### src/logic/evt_pkg.sv
// constants of the event, status and mask unit and its serial register port
// assumes a single 20 MHz clock domain; shared by the core and the serial slave
package evt_pkg;

  // register offsets as seen over the two-wire port
  localparam logic [7:0] ADDR_EVENT = 8'h00;
  localparam logic [7:0] ADDR_STATUS = 8'h01;
  localparam logic [7:0] ADDR_MASK = 8'hA0;
  localparam logic [7:0] ADDR_IRQ_CONF = 8'hA5;

  // flag positions, shared by event, status and mask registers; polarity bit of the interrupt config
  localparam int BIT_SIGNAL_LOST = 0;
  localparam int BIT_FREQ_WINDOW = 1;
  localparam int BIT_OVER_TEMP = 2;
  localparam int BIT_SYNTH_UNLOCKED = 3;
  localparam int BIT_FIFO_SLIP = 7;
  localparam int BIT_IRQ_POLARITY = 0;
  localparam logic [7:0] FLAG_BITS = 8'h8F;

  // reset values
  localparam logic [7:0] MASK_RESET = 8'h04;
  localparam logic [7:0] IRQ_CONF_RESET = 8'h01;
  localparam logic IRQ_RESET_LEVEL = 1'b1;

  // write-only configuration bytes handed to the transmit path
  localparam int CFG_COUNT = 12;
  localparam logic [7:0] CFG_ADDR [CFG_COUNT] = '{
    8'hD5, 8'hE0, 8'hE1, 8'hE2, 8'hE3, 8'hE4,
    8'hE5, 8'hF0, 8'hF1, 8'hF2, 8'hF3, 8'hF4};
  localparam logic [7:0] CFG_RESET [CFG_COUNT] = '{
    8'h20, 8'h00, 8'h01, 8'h00, 8'h80, 8'h00,
    8'h00, 8'h62, 8'h02, 8'hA8, 8'h4B, 8'h03};

  // serial slave
  localparam logic [6:0] DEV_ADDR_DEFAULT = 7'h2A; // arbitrary value
  localparam logic [3:0] BITS_PER_BYTE = 4'h8;

  typedef enum logic [3:0] {
    ST_IDLE = 4'b0000,
    ST_ADDR = 4'b0001,
    ST_ACK_ADDR = 4'b0010,
    ST_REG = 4'b0011,
    ST_ACK_REG = 4'b0100,
    ST_WDATA = 4'b0101,
    ST_ACK_WDATA = 4'b0110,
    ST_RDATA = 4'b0111,
    ST_MASTER_ACK = 4'b1000
  } slave_state_t;

endpackage : evt_pkg

### src/logic/reg_port_if.sv
// register access carrier between the serial slave and the event core
// assumes both ends run on the same clock
`timescale 1ns/10ps
interface reg_port_if;
  logic wr_stb;
  logic [7:0] wr_addr;
  logic [7:0] wr_data;
  logic rd_stb;
  logic [7:0] rd_addr;
  logic [7:0] rd_data;

  modport slave (output wr_stb, output wr_addr, output wr_data,
                 output rd_stb, output rd_addr, input rd_data);
  modport core (input wr_stb, input wr_addr, input wr_data,
                input rd_stb, input rd_addr, output rd_data);
endinterface : reg_port_if

### src/logic/serial_reg_slave.sv
// two-wire register slave: one byte write per transfer, reads stream 00h, 01h
// assumes scl, sda and chip select come straight from pins, unsynchronised
`timescale 1ns/10ps
module serial_reg_slave
  import evt_pkg::*;
#(
  parameter logic [6:0] DEV_ADDR = DEV_ADDR_DEFAULT
) (
  input wire logic clock_i,
  input wire logic rst_i,
  input wire logic scl_i,
  input wire logic sda_i,
  input wire logic cs_i,
  output logic sda_oe_n_o,
  reg_port_if.slave port
);

  ////////////////////////////////////////////////////////////////////////////
  // pin synchronisers; stage one feeds stage two only
  logic [2:0] pin_s1_r;
  logic [2:0] pin_s2_r;
  logic [2:0] pin_d_r;

  always_ff @(posedge clock_i or posedge rst_i)
  begin
    if (rst_i)
    begin
      pin_s1_r <= 3'h7;
      pin_s2_r <= 3'h7;
      pin_d_r <= 3'h7;
    end
    else
    begin
      pin_s1_r <= {cs_i, sda_i, scl_i};
      pin_s2_r <= pin_s1_r;
      pin_d_r <= pin_s2_r;
    end
  end

  logic scl, sda, cs, scl_rise, scl_fall, start_cond, stop_cond;
  assign scl = pin_s2_r[0];
  assign sda = pin_s2_r[1];
  assign cs = pin_s2_r[2];
  assign scl_rise = scl & ~pin_d_r[0];
  assign scl_fall = ~scl & pin_d_r[0];
  // line changes with clock high mark start and stop
  assign start_cond = scl & pin_d_r[0] & ~sda & pin_d_r[1];
  assign stop_cond = scl & pin_d_r[0] & sda & ~pin_d_r[1];

  ////////////////////////////////////////////////////////////////////////////
  // byte engine
  slave_state_t state_r, state_nxt;
  logic [7:0] shift_r, shift_nxt;
  logic [3:0] cnt_r, cnt_nxt;
  logic read_r, read_nxt;
  logic mack_r, mack_nxt;
  logic oe_n_r, oe_n_nxt;
  logic [7:0] reg_addr_r, reg_addr_nxt;
  logic [7:0] rd_addr_r, rd_addr_nxt;
  logic wr_stb_r, wr_stb_nxt;
  logic rd_stb_nxt;

  // loading a read byte pulses rd_stb; the core answers in the same cycle
  always_comb
  begin
    state_nxt = state_r;
    shift_nxt = shift_r;
    cnt_nxt = cnt_r;
    read_nxt = read_r;
    mack_nxt = mack_r;
    oe_n_nxt = oe_n_r;
    reg_addr_nxt = reg_addr_r;
    rd_addr_nxt = rd_addr_r;
    wr_stb_nxt = 1'b0;
    rd_stb_nxt = 1'b0;
    if (!cs || stop_cond)
    begin
      state_nxt = ST_IDLE;
      oe_n_nxt = 1'b1;
    end
    else if (start_cond)
    begin
      state_nxt = ST_ADDR;
      cnt_nxt = 4'h0;
      oe_n_nxt = 1'b1;
    end
    else
    begin
      unique case (state_r)
        ST_IDLE: ;
        ST_ADDR, ST_REG, ST_WDATA:
        begin
          if (scl_rise)
          begin
            shift_nxt = {shift_r[6:0], sda};
            cnt_nxt = cnt_r + 4'h1;
          end
          else if (scl_fall && cnt_r == BITS_PER_BYTE)
          begin
            oe_n_nxt = 1'b0; // acknowledge
            cnt_nxt = 4'h0;
            if (state_r == ST_ADDR)
            begin
              read_nxt = shift_r[0];
              rd_addr_nxt = ADDR_EVENT;
              state_nxt = ST_ACK_ADDR;
              if (shift_r[7:1] != DEV_ADDR)
              begin
                oe_n_nxt = 1'b1; // not ours: stay off the line
                state_nxt = ST_IDLE;
              end
            end
            else if (state_r == ST_REG)
            begin
              reg_addr_nxt = shift_r;
              state_nxt = ST_ACK_REG;
            end
            else
            begin
              wr_stb_nxt = 1'b1;
              state_nxt = ST_ACK_WDATA;
            end
          end
        end
        ST_ACK_ADDR, ST_ACK_REG, ST_ACK_WDATA, ST_MASTER_ACK:
        begin
          if (scl_rise && state_r == ST_MASTER_ACK)
            mack_nxt = ~sda;
          else if (scl_fall)
          begin
            oe_n_nxt = 1'b1;
            cnt_nxt = 4'h0;
            unique case (state_r)
              ST_ACK_REG: state_nxt = ST_WDATA;
              ST_ACK_WDATA: state_nxt = ST_IDLE; // one byte per transfer
              default: state_nxt = read_r ? ST_RDATA : ST_REG;
            endcase
            if (state_r == ST_MASTER_ACK && !mack_r)
              state_nxt = ST_IDLE; // master ends the read
            else if (state_nxt == ST_RDATA)
            begin
              rd_stb_nxt = 1'b1;
              oe_n_nxt = port.rd_data[7];
              shift_nxt = {port.rd_data[6:0], 1'b0};
              cnt_nxt = 4'h1;
              rd_addr_nxt = ADDR_STATUS; // later bytes repeat status
            end
          end
        end
        ST_RDATA:
        begin
          if (scl_fall)
          begin
            if (cnt_r == BITS_PER_BYTE)
            begin
              oe_n_nxt = 1'b1;
              state_nxt = ST_MASTER_ACK;
            end
            else
            begin
              oe_n_nxt = shift_r[7];
              shift_nxt = {shift_r[6:0], 1'b0};
              cnt_nxt = cnt_r + 4'h1;
            end
          end
        end
      endcase
    end
  end

  always_ff @(posedge clock_i or posedge rst_i)
  begin
    if (rst_i)
    begin
      state_r <= ST_IDLE;
      shift_r <= 8'h00;
      cnt_r <= 4'h0;
      read_r <= 1'b0;
      mack_r <= 1'b0;
      oe_n_r <= 1'b1;
      reg_addr_r <= 8'h00;
      rd_addr_r <= 8'h00;
      wr_stb_r <= 1'b0;
    end
    else
    begin
      state_r <= state_nxt;
      shift_r <= shift_nxt;
      cnt_r <= cnt_nxt;
      read_r <= read_nxt;
      mack_r <= mack_nxt;
      oe_n_r <= oe_n_nxt;
      reg_addr_r <= reg_addr_nxt;
      rd_addr_r <= rd_addr_nxt;
      wr_stb_r <= wr_stb_nxt;
    end
  end

  assign sda_oe_n_o = oe_n_r;
  assign port.wr_stb = wr_stb_r;
  assign port.wr_addr = reg_addr_r;
  assign port.wr_data = shift_r;
  assign port.rd_stb = rd_stb_nxt;
  assign port.rd_addr = rd_addr_r;

endmodule : serial_reg_slave

### src/logic/event_status_and_mask_unit.sv
// event, status and mask unit of a transceiver, with its two-wire register port
// assumes raw condition levels from analog/transmit blocks, asynchronous to clock_i
//
// What this block does
// - read-only event register: bits 0,1,2,3,7 report conditions; 4..6 reserved
// - read-only live status register with the same bit layout
// - bit 1 is 1 when recovered frequency is outside its window
// - bit 2 is 1 when junction temperature indication is at or above threshold
// - bit 3 is 1 when the transmit synthesizer has lost lock
// - bit 7 is 1 once a serializer FIFO over/underflow has occurred
// - write-only mask, 1 unmasks a condition; reset unmasks only temperature
// - a masked condition never drives the interrupt output
// - interrupt config bit 0 inverts output polarity; reset value 01h
`timescale 1ns/10ps
module event_status_and_mask_unit
  import evt_pkg::*;
#(
  parameter logic [6:0] DEV_ADDR = DEV_ADDR_DEFAULT
) (
  input wire logic clock_i,
  input wire logic rst_i,
  input wire logic scl_i,
  input wire logic sda_i,
  input wire logic cs_i,
  input wire logic signal_lost_i,
  input wire logic freq_out_window_i,
  input wire logic over_temp_i,
  input wire logic synth_unlocked_i,
  input wire logic fifo_slip_i,
  output logic sda_oe_n_o,
  output logic irq_o,
  output logic [CFG_COUNT*8-1:0] config_o
);

  reg_port_if port ();

  serial_reg_slave #(
    .DEV_ADDR(DEV_ADDR)
  ) u_slave (
    .clock_i(clock_i),
    .rst_i(rst_i),
    .scl_i(scl_i),
    .sda_i(sda_i),
    .cs_i(cs_i),
    .sda_oe_n_o(sda_oe_n_o),
    .port(port.slave)
  );

  ////////////////////////////////////////////////////////////////////////////
  // condition synchronisers; conditions come from other domains
  logic [4:0] cond_s1_r;
  logic [4:0] cond_s2_r;

  always_ff @(posedge clock_i or posedge rst_i)
  begin
    if (rst_i)
    begin
      cond_s1_r <= 5'h00;
      cond_s2_r <= 5'h00;
    end
    else
    begin
      cond_s1_r <= {fifo_slip_i, synth_unlocked_i, over_temp_i,
                    freq_out_window_i, signal_lost_i};
      cond_s2_r <= cond_s1_r;
    end
  end

  // live flags in register layout, reserved bits zero
  logic [7:0] live;
  always_comb
  begin
    live = 8'h00;
    live[BIT_SIGNAL_LOST] = cond_s2_r[0];
    live[BIT_FREQ_WINDOW] = cond_s2_r[1];
    live[BIT_OVER_TEMP] = cond_s2_r[2];
    live[BIT_SYNTH_UNLOCKED] = cond_s2_r[3];
    live[BIT_FIFO_SLIP] = cond_s2_r[4];
  end

  ////////////////////////////////////////////////////////////////////////////
  // event, mask and polarity registers
  logic [7:0] event_r, event_nxt;
  logic [7:0] status_r, status_nxt;
  logic [7:0] mask_r, mask_nxt;
  logic [7:0] irq_conf_r, irq_conf_nxt;
  logic irq_r, irq_nxt;
  logic wr_mask, wr_conf, rd_event;

  assign wr_mask = port.wr_stb && port.wr_addr == ADDR_MASK;
  assign wr_conf = port.wr_stb && port.wr_addr == ADDR_IRQ_CONF;
  assign rd_event = port.rd_stb && port.rd_addr == ADDR_EVENT;

  // event bits are sticky and clear on read; a set in the read cycle wins
  always_comb
  begin
    event_nxt = ((rd_event ? 8'h00 : event_r) | live) & FLAG_BITS;
    status_nxt = live;
    mask_nxt = wr_mask ? (port.wr_data & FLAG_BITS) : mask_r;
    irq_conf_nxt = wr_conf ? port.wr_data : irq_conf_r;
    // only unmasked events reach the pin
    irq_nxt = (|(event_r & mask_r)) ^ irq_conf_r[BIT_IRQ_POLARITY];
  end

  always_ff @(posedge clock_i or posedge rst_i)
  begin
    if (rst_i)
    begin
      event_r <= 8'h00;
      status_r <= 8'h00;
      mask_r <= MASK_RESET;
      irq_conf_r <= IRQ_CONF_RESET;
      irq_r <= IRQ_RESET_LEVEL;
    end
    else
    begin
      event_r <= event_nxt;
      status_r <= status_nxt;
      mask_r <= mask_nxt;
      irq_conf_r <= irq_conf_nxt;
      irq_r <= irq_nxt;
    end
  end

  // read mux; writes to the two read-only offsets fall through unused
  assign port.rd_data = (port.rd_addr == ADDR_EVENT) ? event_r : status_r;
  assign irq_o = irq_r;

  ////////////////////////////////////////////////////////////////////////////
  // transmit configuration bytes; range of the divider is left to the master
  logic [7:0] cfg_r [CFG_COUNT];
  logic [7:0] cfg_nxt [CFG_COUNT];

  generate
    for (genvar g = 0; g < CFG_COUNT; g++)
    begin : g_cfg
      always_comb
      begin
        cfg_nxt[g] = (port.wr_stb && port.wr_addr == CFG_ADDR[g]) ? port.wr_data : cfg_r[g];
      end

      always_ff @(posedge clock_i or posedge rst_i)
      begin
        if (rst_i)
          cfg_r[g] <= CFG_RESET[g];
        else
          cfg_r[g] <= cfg_nxt[g]; // no range check on the main divider
      end

      assign config_o[g*8 +: 8] = cfg_r[g];
    end
  endgenerate

endmodule : event_status_and_mask_unit

### config.mk
export PLATFORM = sky130hd
export DESIGN_NAME = event_status_and_mask_unit
export DESIGN_NICKNAME = d
export VERILOG_FILES = /design/src/logic/evt_pkg.sv /design/src/logic/reg_port_if.sv /design/src/logic/serial_reg_slave.sv /design/src/logic/event_status_and_mask_unit.sv
export SDC_FILE = /design/constraint.sdc
export NUM_CORES = 1
export LEC_CHECK = 0
export ABC_AREA = 1
export BUFFER_PORTS_ARGS = -buffer_cell sky130_fd_sc_hd__buf_2
export CORE_ASPECT_RATIO = 1.2
export CORE_MARGIN = 5
export CORE_UTILIZATION = 25
export CTS_CLUSTER_SIZE = 10
export DETAILED_ROUTE_END_ITERATION = 10
export GPL_TIMING_DRIVEN = 0
export PLACE_DENSITY = 0.44
export SLEW_MARGIN = 20
export SYNTH_ARGS = -nofsm -noshare
export SYNTH_HDL_FRONTEND = slang
export SYNTH_HIERARCHICAL = 1
export SYNTH_SLANG_ARGS = --single-unit
### constraint.sdc
create_clock -name clock_i -period 4.6 [get_ports clock_i]
set_input_delay 0.46 -clock clock_i [delete_from_list [all_inputs] [get_ports clock_i]]
set_output_delay 0.46 -clock clock_i [all_outputs]
set_load 0.005 [all_outputs]
==> results of run 1 <==
-- worst max-delay path, cell delays in order (launching register included) --
cell and delay (ns):
dfrtp_1 0.43, inv_1 0.09, ha_1 0.14, nand2_1 0.07, nor2_2 0.21, nand2_1 0.10, nand2_1 0.20, nor2_1 0.06
nor2_1 0.16, nand3_1 0.17, o21bai_1 0.16, nand2_1 0.08
-- sequential cells by signal (all words and copies together) (netlist names), 4 cells and up --
| signal | flops |
|---|---|
| config_o | 96 |
| u_slave/port.wr_addr | 8 |
| u_slave/port.wr_data | 8 |
| cond_s1_r | 5 |
| cond_s2_r | 5 |
| event_r | 5 |
| mask_r | 5 |
| status_r | 5 |
| u_slave/cnt_r | 4 |
| u_slave/state_r | 4 |
-- layout make-up --
cell class / count / area (sq um) / share of cell area (%)
repair buffers: 109 / 583.1 / 6.594
clock inverters: 12 / 148.9 / 1.684
inverters: 64 / 247.7 / 2.802
clock buffers: 20 / 446.7 / 5.052
flip-flops and latches: 160 / 4039 / 45.68
multi-input cells: 600 / 2715 / 30.71
plain buffers: 32 / 187.7 / 2.123
well taps: 379 / 474.2 / 5.363
-- cells in the mapped netlist (all sizes together) --
cell    count
dfstp      28
nand3      84
and2        1
nor2       51
clkinv      3
conb        2
buf        23
nand2     366
nand3b      1
nand4      32
o21ai      41
inv        61
dfrtp     132
o21bai      4
a21oi       5
nor3        1
clkbuf      9
xnor2       1
ha          2
a31o        1
-- cell families (layout without fill, tap and decap cells) --
family	count (synthesis)	in the layout	share of synthesized area, %
fa+ha+maj	2	2	0.3498
compound gates	51	51	4.181
other cells	2	10	0.1050
simple gates	536	536	32.79
flops	160	160	56.47
buf+inv	96	237	5.983
xor+xnor	1	1	0.1225
-- power by group --
part | switching (mW) | total, mW | internal [mW]
Combinational | 0.590 | 0.817 | 0.227
Sequential | 0.108 | 1.60 | 1.49
Clock | 0.619 | 1.45 | 0.830
-- path summary, 6_finish.rpt --
check | startpoint | end
min reg2reg | cond_s1_r[0]$_DFF_PP0_ | cond_s2_r[0]$_DFF_PP0_
max reg2reg | u_slave/cnt_r[1]$_DFFE_PP0P_ | u_slave/state_r[1]$_DFFE_PP0P_
max | u_slave/cnt_r[1]$_DFFE_PP0P_ | u_slave/state_r[1]$_DFFE_PP0P_
max in group asynchronous | rst_i | config_o[5]$_DFFE_PP1P_
min in group clock_i | cs_i | u_slave/pin_s1_r[2]$_DFF_PP1_
min | rst_i | u_slave/cnt_r[1]$_DFFE_PP0P_
-- per-stage QoR --
stage	hold slack, ns	instances	utilization (%)	power (mW)	setup WS (ns)
after floorplan	0.3312	856	-	2.163	0.9006
after global placement	0.3384	1342	29.17	2.452	-0.8757
after detailed placement	0.3441	1344	29.37	2.455	2.624
after CTS	0.03615	1376	31.49	3.929	2.600
after global routing	0.04810	1376	31.49	4.106	2.388
final	0.04307	1376	31.49	3.862	2.609
-- layer usage --
layer | track usage (%) | vias to the layer above
li1 | - | 2961
met1 | 17.31 | 2727
met2 | 21.07 | 123
met3 | 2.552 | 12
met4 | 3.606 | 0
met5 | 0 | -
==> metrics.csv, run 1 <==
metric,value,unit
status,"finished, final reports clean",
postRouteAntennaNets,0,
clock_sinks,160,
syn_inst,848,
met3_length,876,um
critPathKind,flip-flop to flip-flop,
arrival,2.29,ns
reg2reg_slack,2.61,ns
yosys-top-cells-area,"dfrtp_1, nand2_1, dfstp_2, nand3_1, inv_1",
clock_latency,0.42,ns
numPortBuffers,107,
grt_usage,12.87,%
clock_skew,0.01351,ns
routed_via_density,4.232,
rows,67,
dieArea,32100,sq um
wl_met1,9305,um
grt_max_degree,70,
die_w,164.4,um
ys.warnings.count,6,
cts.hold.buffers_added,0,
p_leak,4.793,nW
drcViolationCount,0,
coreArea,28080,sq um
avgSynthCellArea,8.434,sq um
synth_top_area_share,46.19,%
peakVddDrop,0.0002507,V
htree_levels,4,
cts_tree,yes,
period_needed,1.991,ns
drt_pass1_iterations,5,
yosys.area.top_type,dfrtp_1,
start_kind,flip-flop,
finalSetupViolCount,0,
power_density,436.7,nW/um^2
n_antenna_cell,0,
tns,0,ns
syn2layout_area_growth,23.64,%
relSlewSlack,49.12,%
drive_above_1_share,24.07,%
max_freq,0.5023,GHz
hpwl,14470,um
io_pins,108,
layout_commonest_cell,nand2_1,
ctsRootBufferMaster,clkbuf_16,
antenna_found_initial,0,
reg2reg_depth,11,
slew_violations,0,
grt_pass1_wl,32440,um
path_max_fanout,5,
endpoint_kind,flip-flop,
wirelength,20010,um
grt_pass1_vias,5827,
post-cts-setup-buffers,0,
top_layer,met4,
synth_cell_types,31,
worstMarginPinSlew,0.7632,ns
synth-seq-cells,160,
netlist_area,7152,sq um
nets,996,
finalInstanceArea,8842,sq um
post-route-period-util,43.28,%
wl_per_cell,14.54,um
cts_buffers,17,
layout_common_cells,"nand2_1, dfrtp_1, buf_2, nand3_1, inv_1",
grt_overflow_total,0,
cp.required,4.90,ns
initial_utilization,25.47,%
num_vias,5823,
drtIter0Drc,310,
hold_violations,0,
gp_congestion,0.8267,
die_y,195.3,um
cts_resized,0,
synth-seq-area-share,56.47,%
wl_met2,9576,um
rsz0062_at_grt,false,
dpl_cell_area,8247,sq um
drv_cap,0,
min_path_type,input port to async pin,
fillers,3015,
clk_pin_slew,0.07,ns
cts_buffer_depth,2,
No activity file was read; power rests on OpenSTA's default activity.
==> run 2: changes to the inputs <==
--- a/config.mk
+++ b/config.mk
@@ -13,7 +13,7 @@
 export CTS_CLUSTER_SIZE = 10
 export DETAILED_ROUTE_END_ITERATION = 10
 export GPL_TIMING_DRIVEN = 0
-export PLACE_DENSITY = 0.44
+export PLACE_DENSITY = 0.46
 export SLEW_MARGIN = 20
 export SYNTH_ARGS = -nofsm -noshare
 export SYNTH_HDL_FRONTEND = slang
==> constraint.sdc (replaced) <==
create_clock -name clock_i -period 1.8 [get_ports clock_i]
set_input_delay 0.18 -clock clock_i [delete_from_list [all_inputs] [get_ports clock_i]]
set_output_delay 0.18 -clock clock_i [all_outputs]
set_load 0.005 [all_outputs]
==> metrics.csv, run 2 (synthesis results as in run 1) <==
metric,value,unit,change
antenna_found_initial,0,,unchanged
routed_via_density,4.329,,+2.3%
gp_congestion,0.8020,,-3.0%
tns,0,ns,unchanged
numPortBuffers,107,,unchanged
drv_cap,0,,unchanged
finalSetupViolCount,0,,unchanged
die_w,164.4,um,unchanged
rsz0062_at_grt,true,,
dieArea,32100,sq um,unchanged
drcViolationCount,0,,unchanged
utilization,32.81,%,+1.3 points
initial_utilization,25.47,%,unchanged
grt_max_degree,31,,-56%
clk_pin_slew,0.07,ns,about the same
wl_per_cell,14.60,um,+0.44%
grt_usage,12.93,%,+0.067 points
path_max_fanout,9,,+4
htree_levels,4,,unchanged
cts_tree,yes,,
largest_reg_flops,96,,unchanged
layout_commonest_cell,nand2_1,,
hpwl,14520,um,+0.30%
max_freq,0.5782,GHz,+15%
grt_overflow_total,0,,unchanged
worstMarginPinSlew,0.7988,ns,+0.03558 ns
post-route-period-util,96.08,%,+53 points
relSlewSlack,46.75,%,-2.4 points
layout_common_cells,"nand2_1, dfrtp_1, buf_2, nand3_1, inv_1",,
period_needed,1.729,ns,-0.2616 ns
die_y,195.3,um,unchanged
grt_pass1_vias,5952,,+2.1%
hold_violations,0,,unchanged
power_density,1088,nW/um^2,+150%
clock_latency,0.43,ns,about the same
critPathKind,flip-flop to flip-flop,,
drtIter0Drc,389,,+25%
min_path_type,input port to async pin,,
clock_skew,0.01213,ns,-0.001380 ns
cts_buffer_depth,2,,unchanged
n_antenna_cell,0,,unchanged
start_kind,flip-flop,,
syn2layout_area_growth,28.85,%,
coreArea,28080,sq um,unchanged
drive_above_1_share,27.80,%,+3.7 points
grt_pass1_wl,32990,um,+1.7%
nets,1017,,+2.1%
drt_pass1_iterations,5,,unchanged
dpl_cell_area,8303,sq um,+0.68%
peakVddDrop,0.0006251,V,+150%
status,"finished, final reports clean",,
num_vias,6048,,+3.9%
total_power,10.02,mW,+160%
endpoint_kind,flip-flop,,
finalInstanceArea,9215,sq um,+4.2%
cp.required,2.12,ns,-2.78 ns
hold_ws,0.3328,ns,+0.2897 ns
p_leak,4.945,nW,+3.2%
postRouteAntennaNets,0,,unchanged
arrival,2.05,ns,-0.24 ns
cts_buffers,17,,unchanged
slew_violations,0,,unchanged
io_pins,108,,unchanged
rows,67,,unchanged
clock_sinks,160,,unchanged
wirelength,20400,um,+2.0%
ctsRootBufferMaster,clkbuf_16,,
==> run 2: cell count changes in the layout (fill, tap and decap cells not counted), sizes merged <==
cell / delta
dlygate4sd3: +9
clkinv: +4
bufinv: -2
clkinvlp: -2
buf: +12
==> run 2: worst paths after layout <==
| path | startpoint | cells past startpoint | endpoint | slack (ns) |
|---|---|---|---|---|
| worst max-delay path | u_slave/pin_d_r[0]$_DFF_PP1_ | 7 | u_slave/port.wr_data[1]$_DFFE_PP0P_ | 0.07 |
| worst min-delay path | rst_i | 3 | u_slave/state_r[0]$_DFFE_PP0P_ | 0.33 |
| worst max register to register | u_slave/pin_d_r[0]$_DFF_PP1_ | 7 | u_slave/port.wr_data[1]$_DFFE_PP0P_ | 0.07 |
| worst min register to register | cond_s1_r[1]$_DFF_PP0_ | 0 | cond_s2_r[1]$_DFF_PP0_ | 0.35 |
| max in group asynchronous | rst_i | 6 | config_o[80]$_DFFE_PP1P_ | 0.38 |
| min in group clock_i | cond_s1_r[1]$_DFF_PP0_ | 0 | cond_s2_r[1]$_DFF_PP0_ | 0.35 |
==> run 2: area by class of cell <==
class                   instances  area [sq um]
clock inverters                12         120.1
repair buffers                130         818.3
clock buffers                  20         456.7
plain buffers                  32         206.4
fillers                      2953         18870
inverters                      64         244.0
well taps                     379         474.2
multi-input cells             600          2855
flip-flops and latches        160          4040
==> run 2: metrics by stage <==
step                instances  setup slack (ns)
floorplan                 856            0.1242
global placement         1342           -0.8867
detailed placement       1347           -0.1320
CTS                      1389           0.01768
global route             1397          -0.01419
finish                   1397           0.07052
==> run 2: worst max-delay path: stages (launching register included) <==
cell,delay (ns)
dfstp_2,0.57
nand2_2,0.17
o21ai_2,0.20
and2_4,0.17
nand4_4,0.20
buf_12,0.21
nand2_2,0.05
o21ai_2,0.05
==> run 2: power breakdown <==
part | switching (mW) | internal [mW] | leakage [nW] | total [mW]
combinational | 1.64 | 0.762 | 2.60 | 2.41
clock | 1.63 | 1.91 | 0.285 | 3.54
sequential | 0.274 | 3.80 | 2.06 | 4.08
==> run 2: timing repair <==
item                                    4_1_cts  5_1_grt
gates resized for setup                      10       39
hold buffers                                  9        0
buffers inserted                              1        7
pin swaps                                     0       11
hold endpoints to repair                     38        0
cloned                                        0        1
endpoints found under the setup margin       24       29
==> run 2: layer usage <==
metal | vias up | wire (um) | GRT usage (%)
li1 | 3012 | - | -
met1 | 2876 | 9069 | 17.07
met2 | 145 | 10060 | 21.35
met3 | 15 | 1048 | 2.636
met4 | 0 | 220 | 3.945
met5 | - | 0 | 0
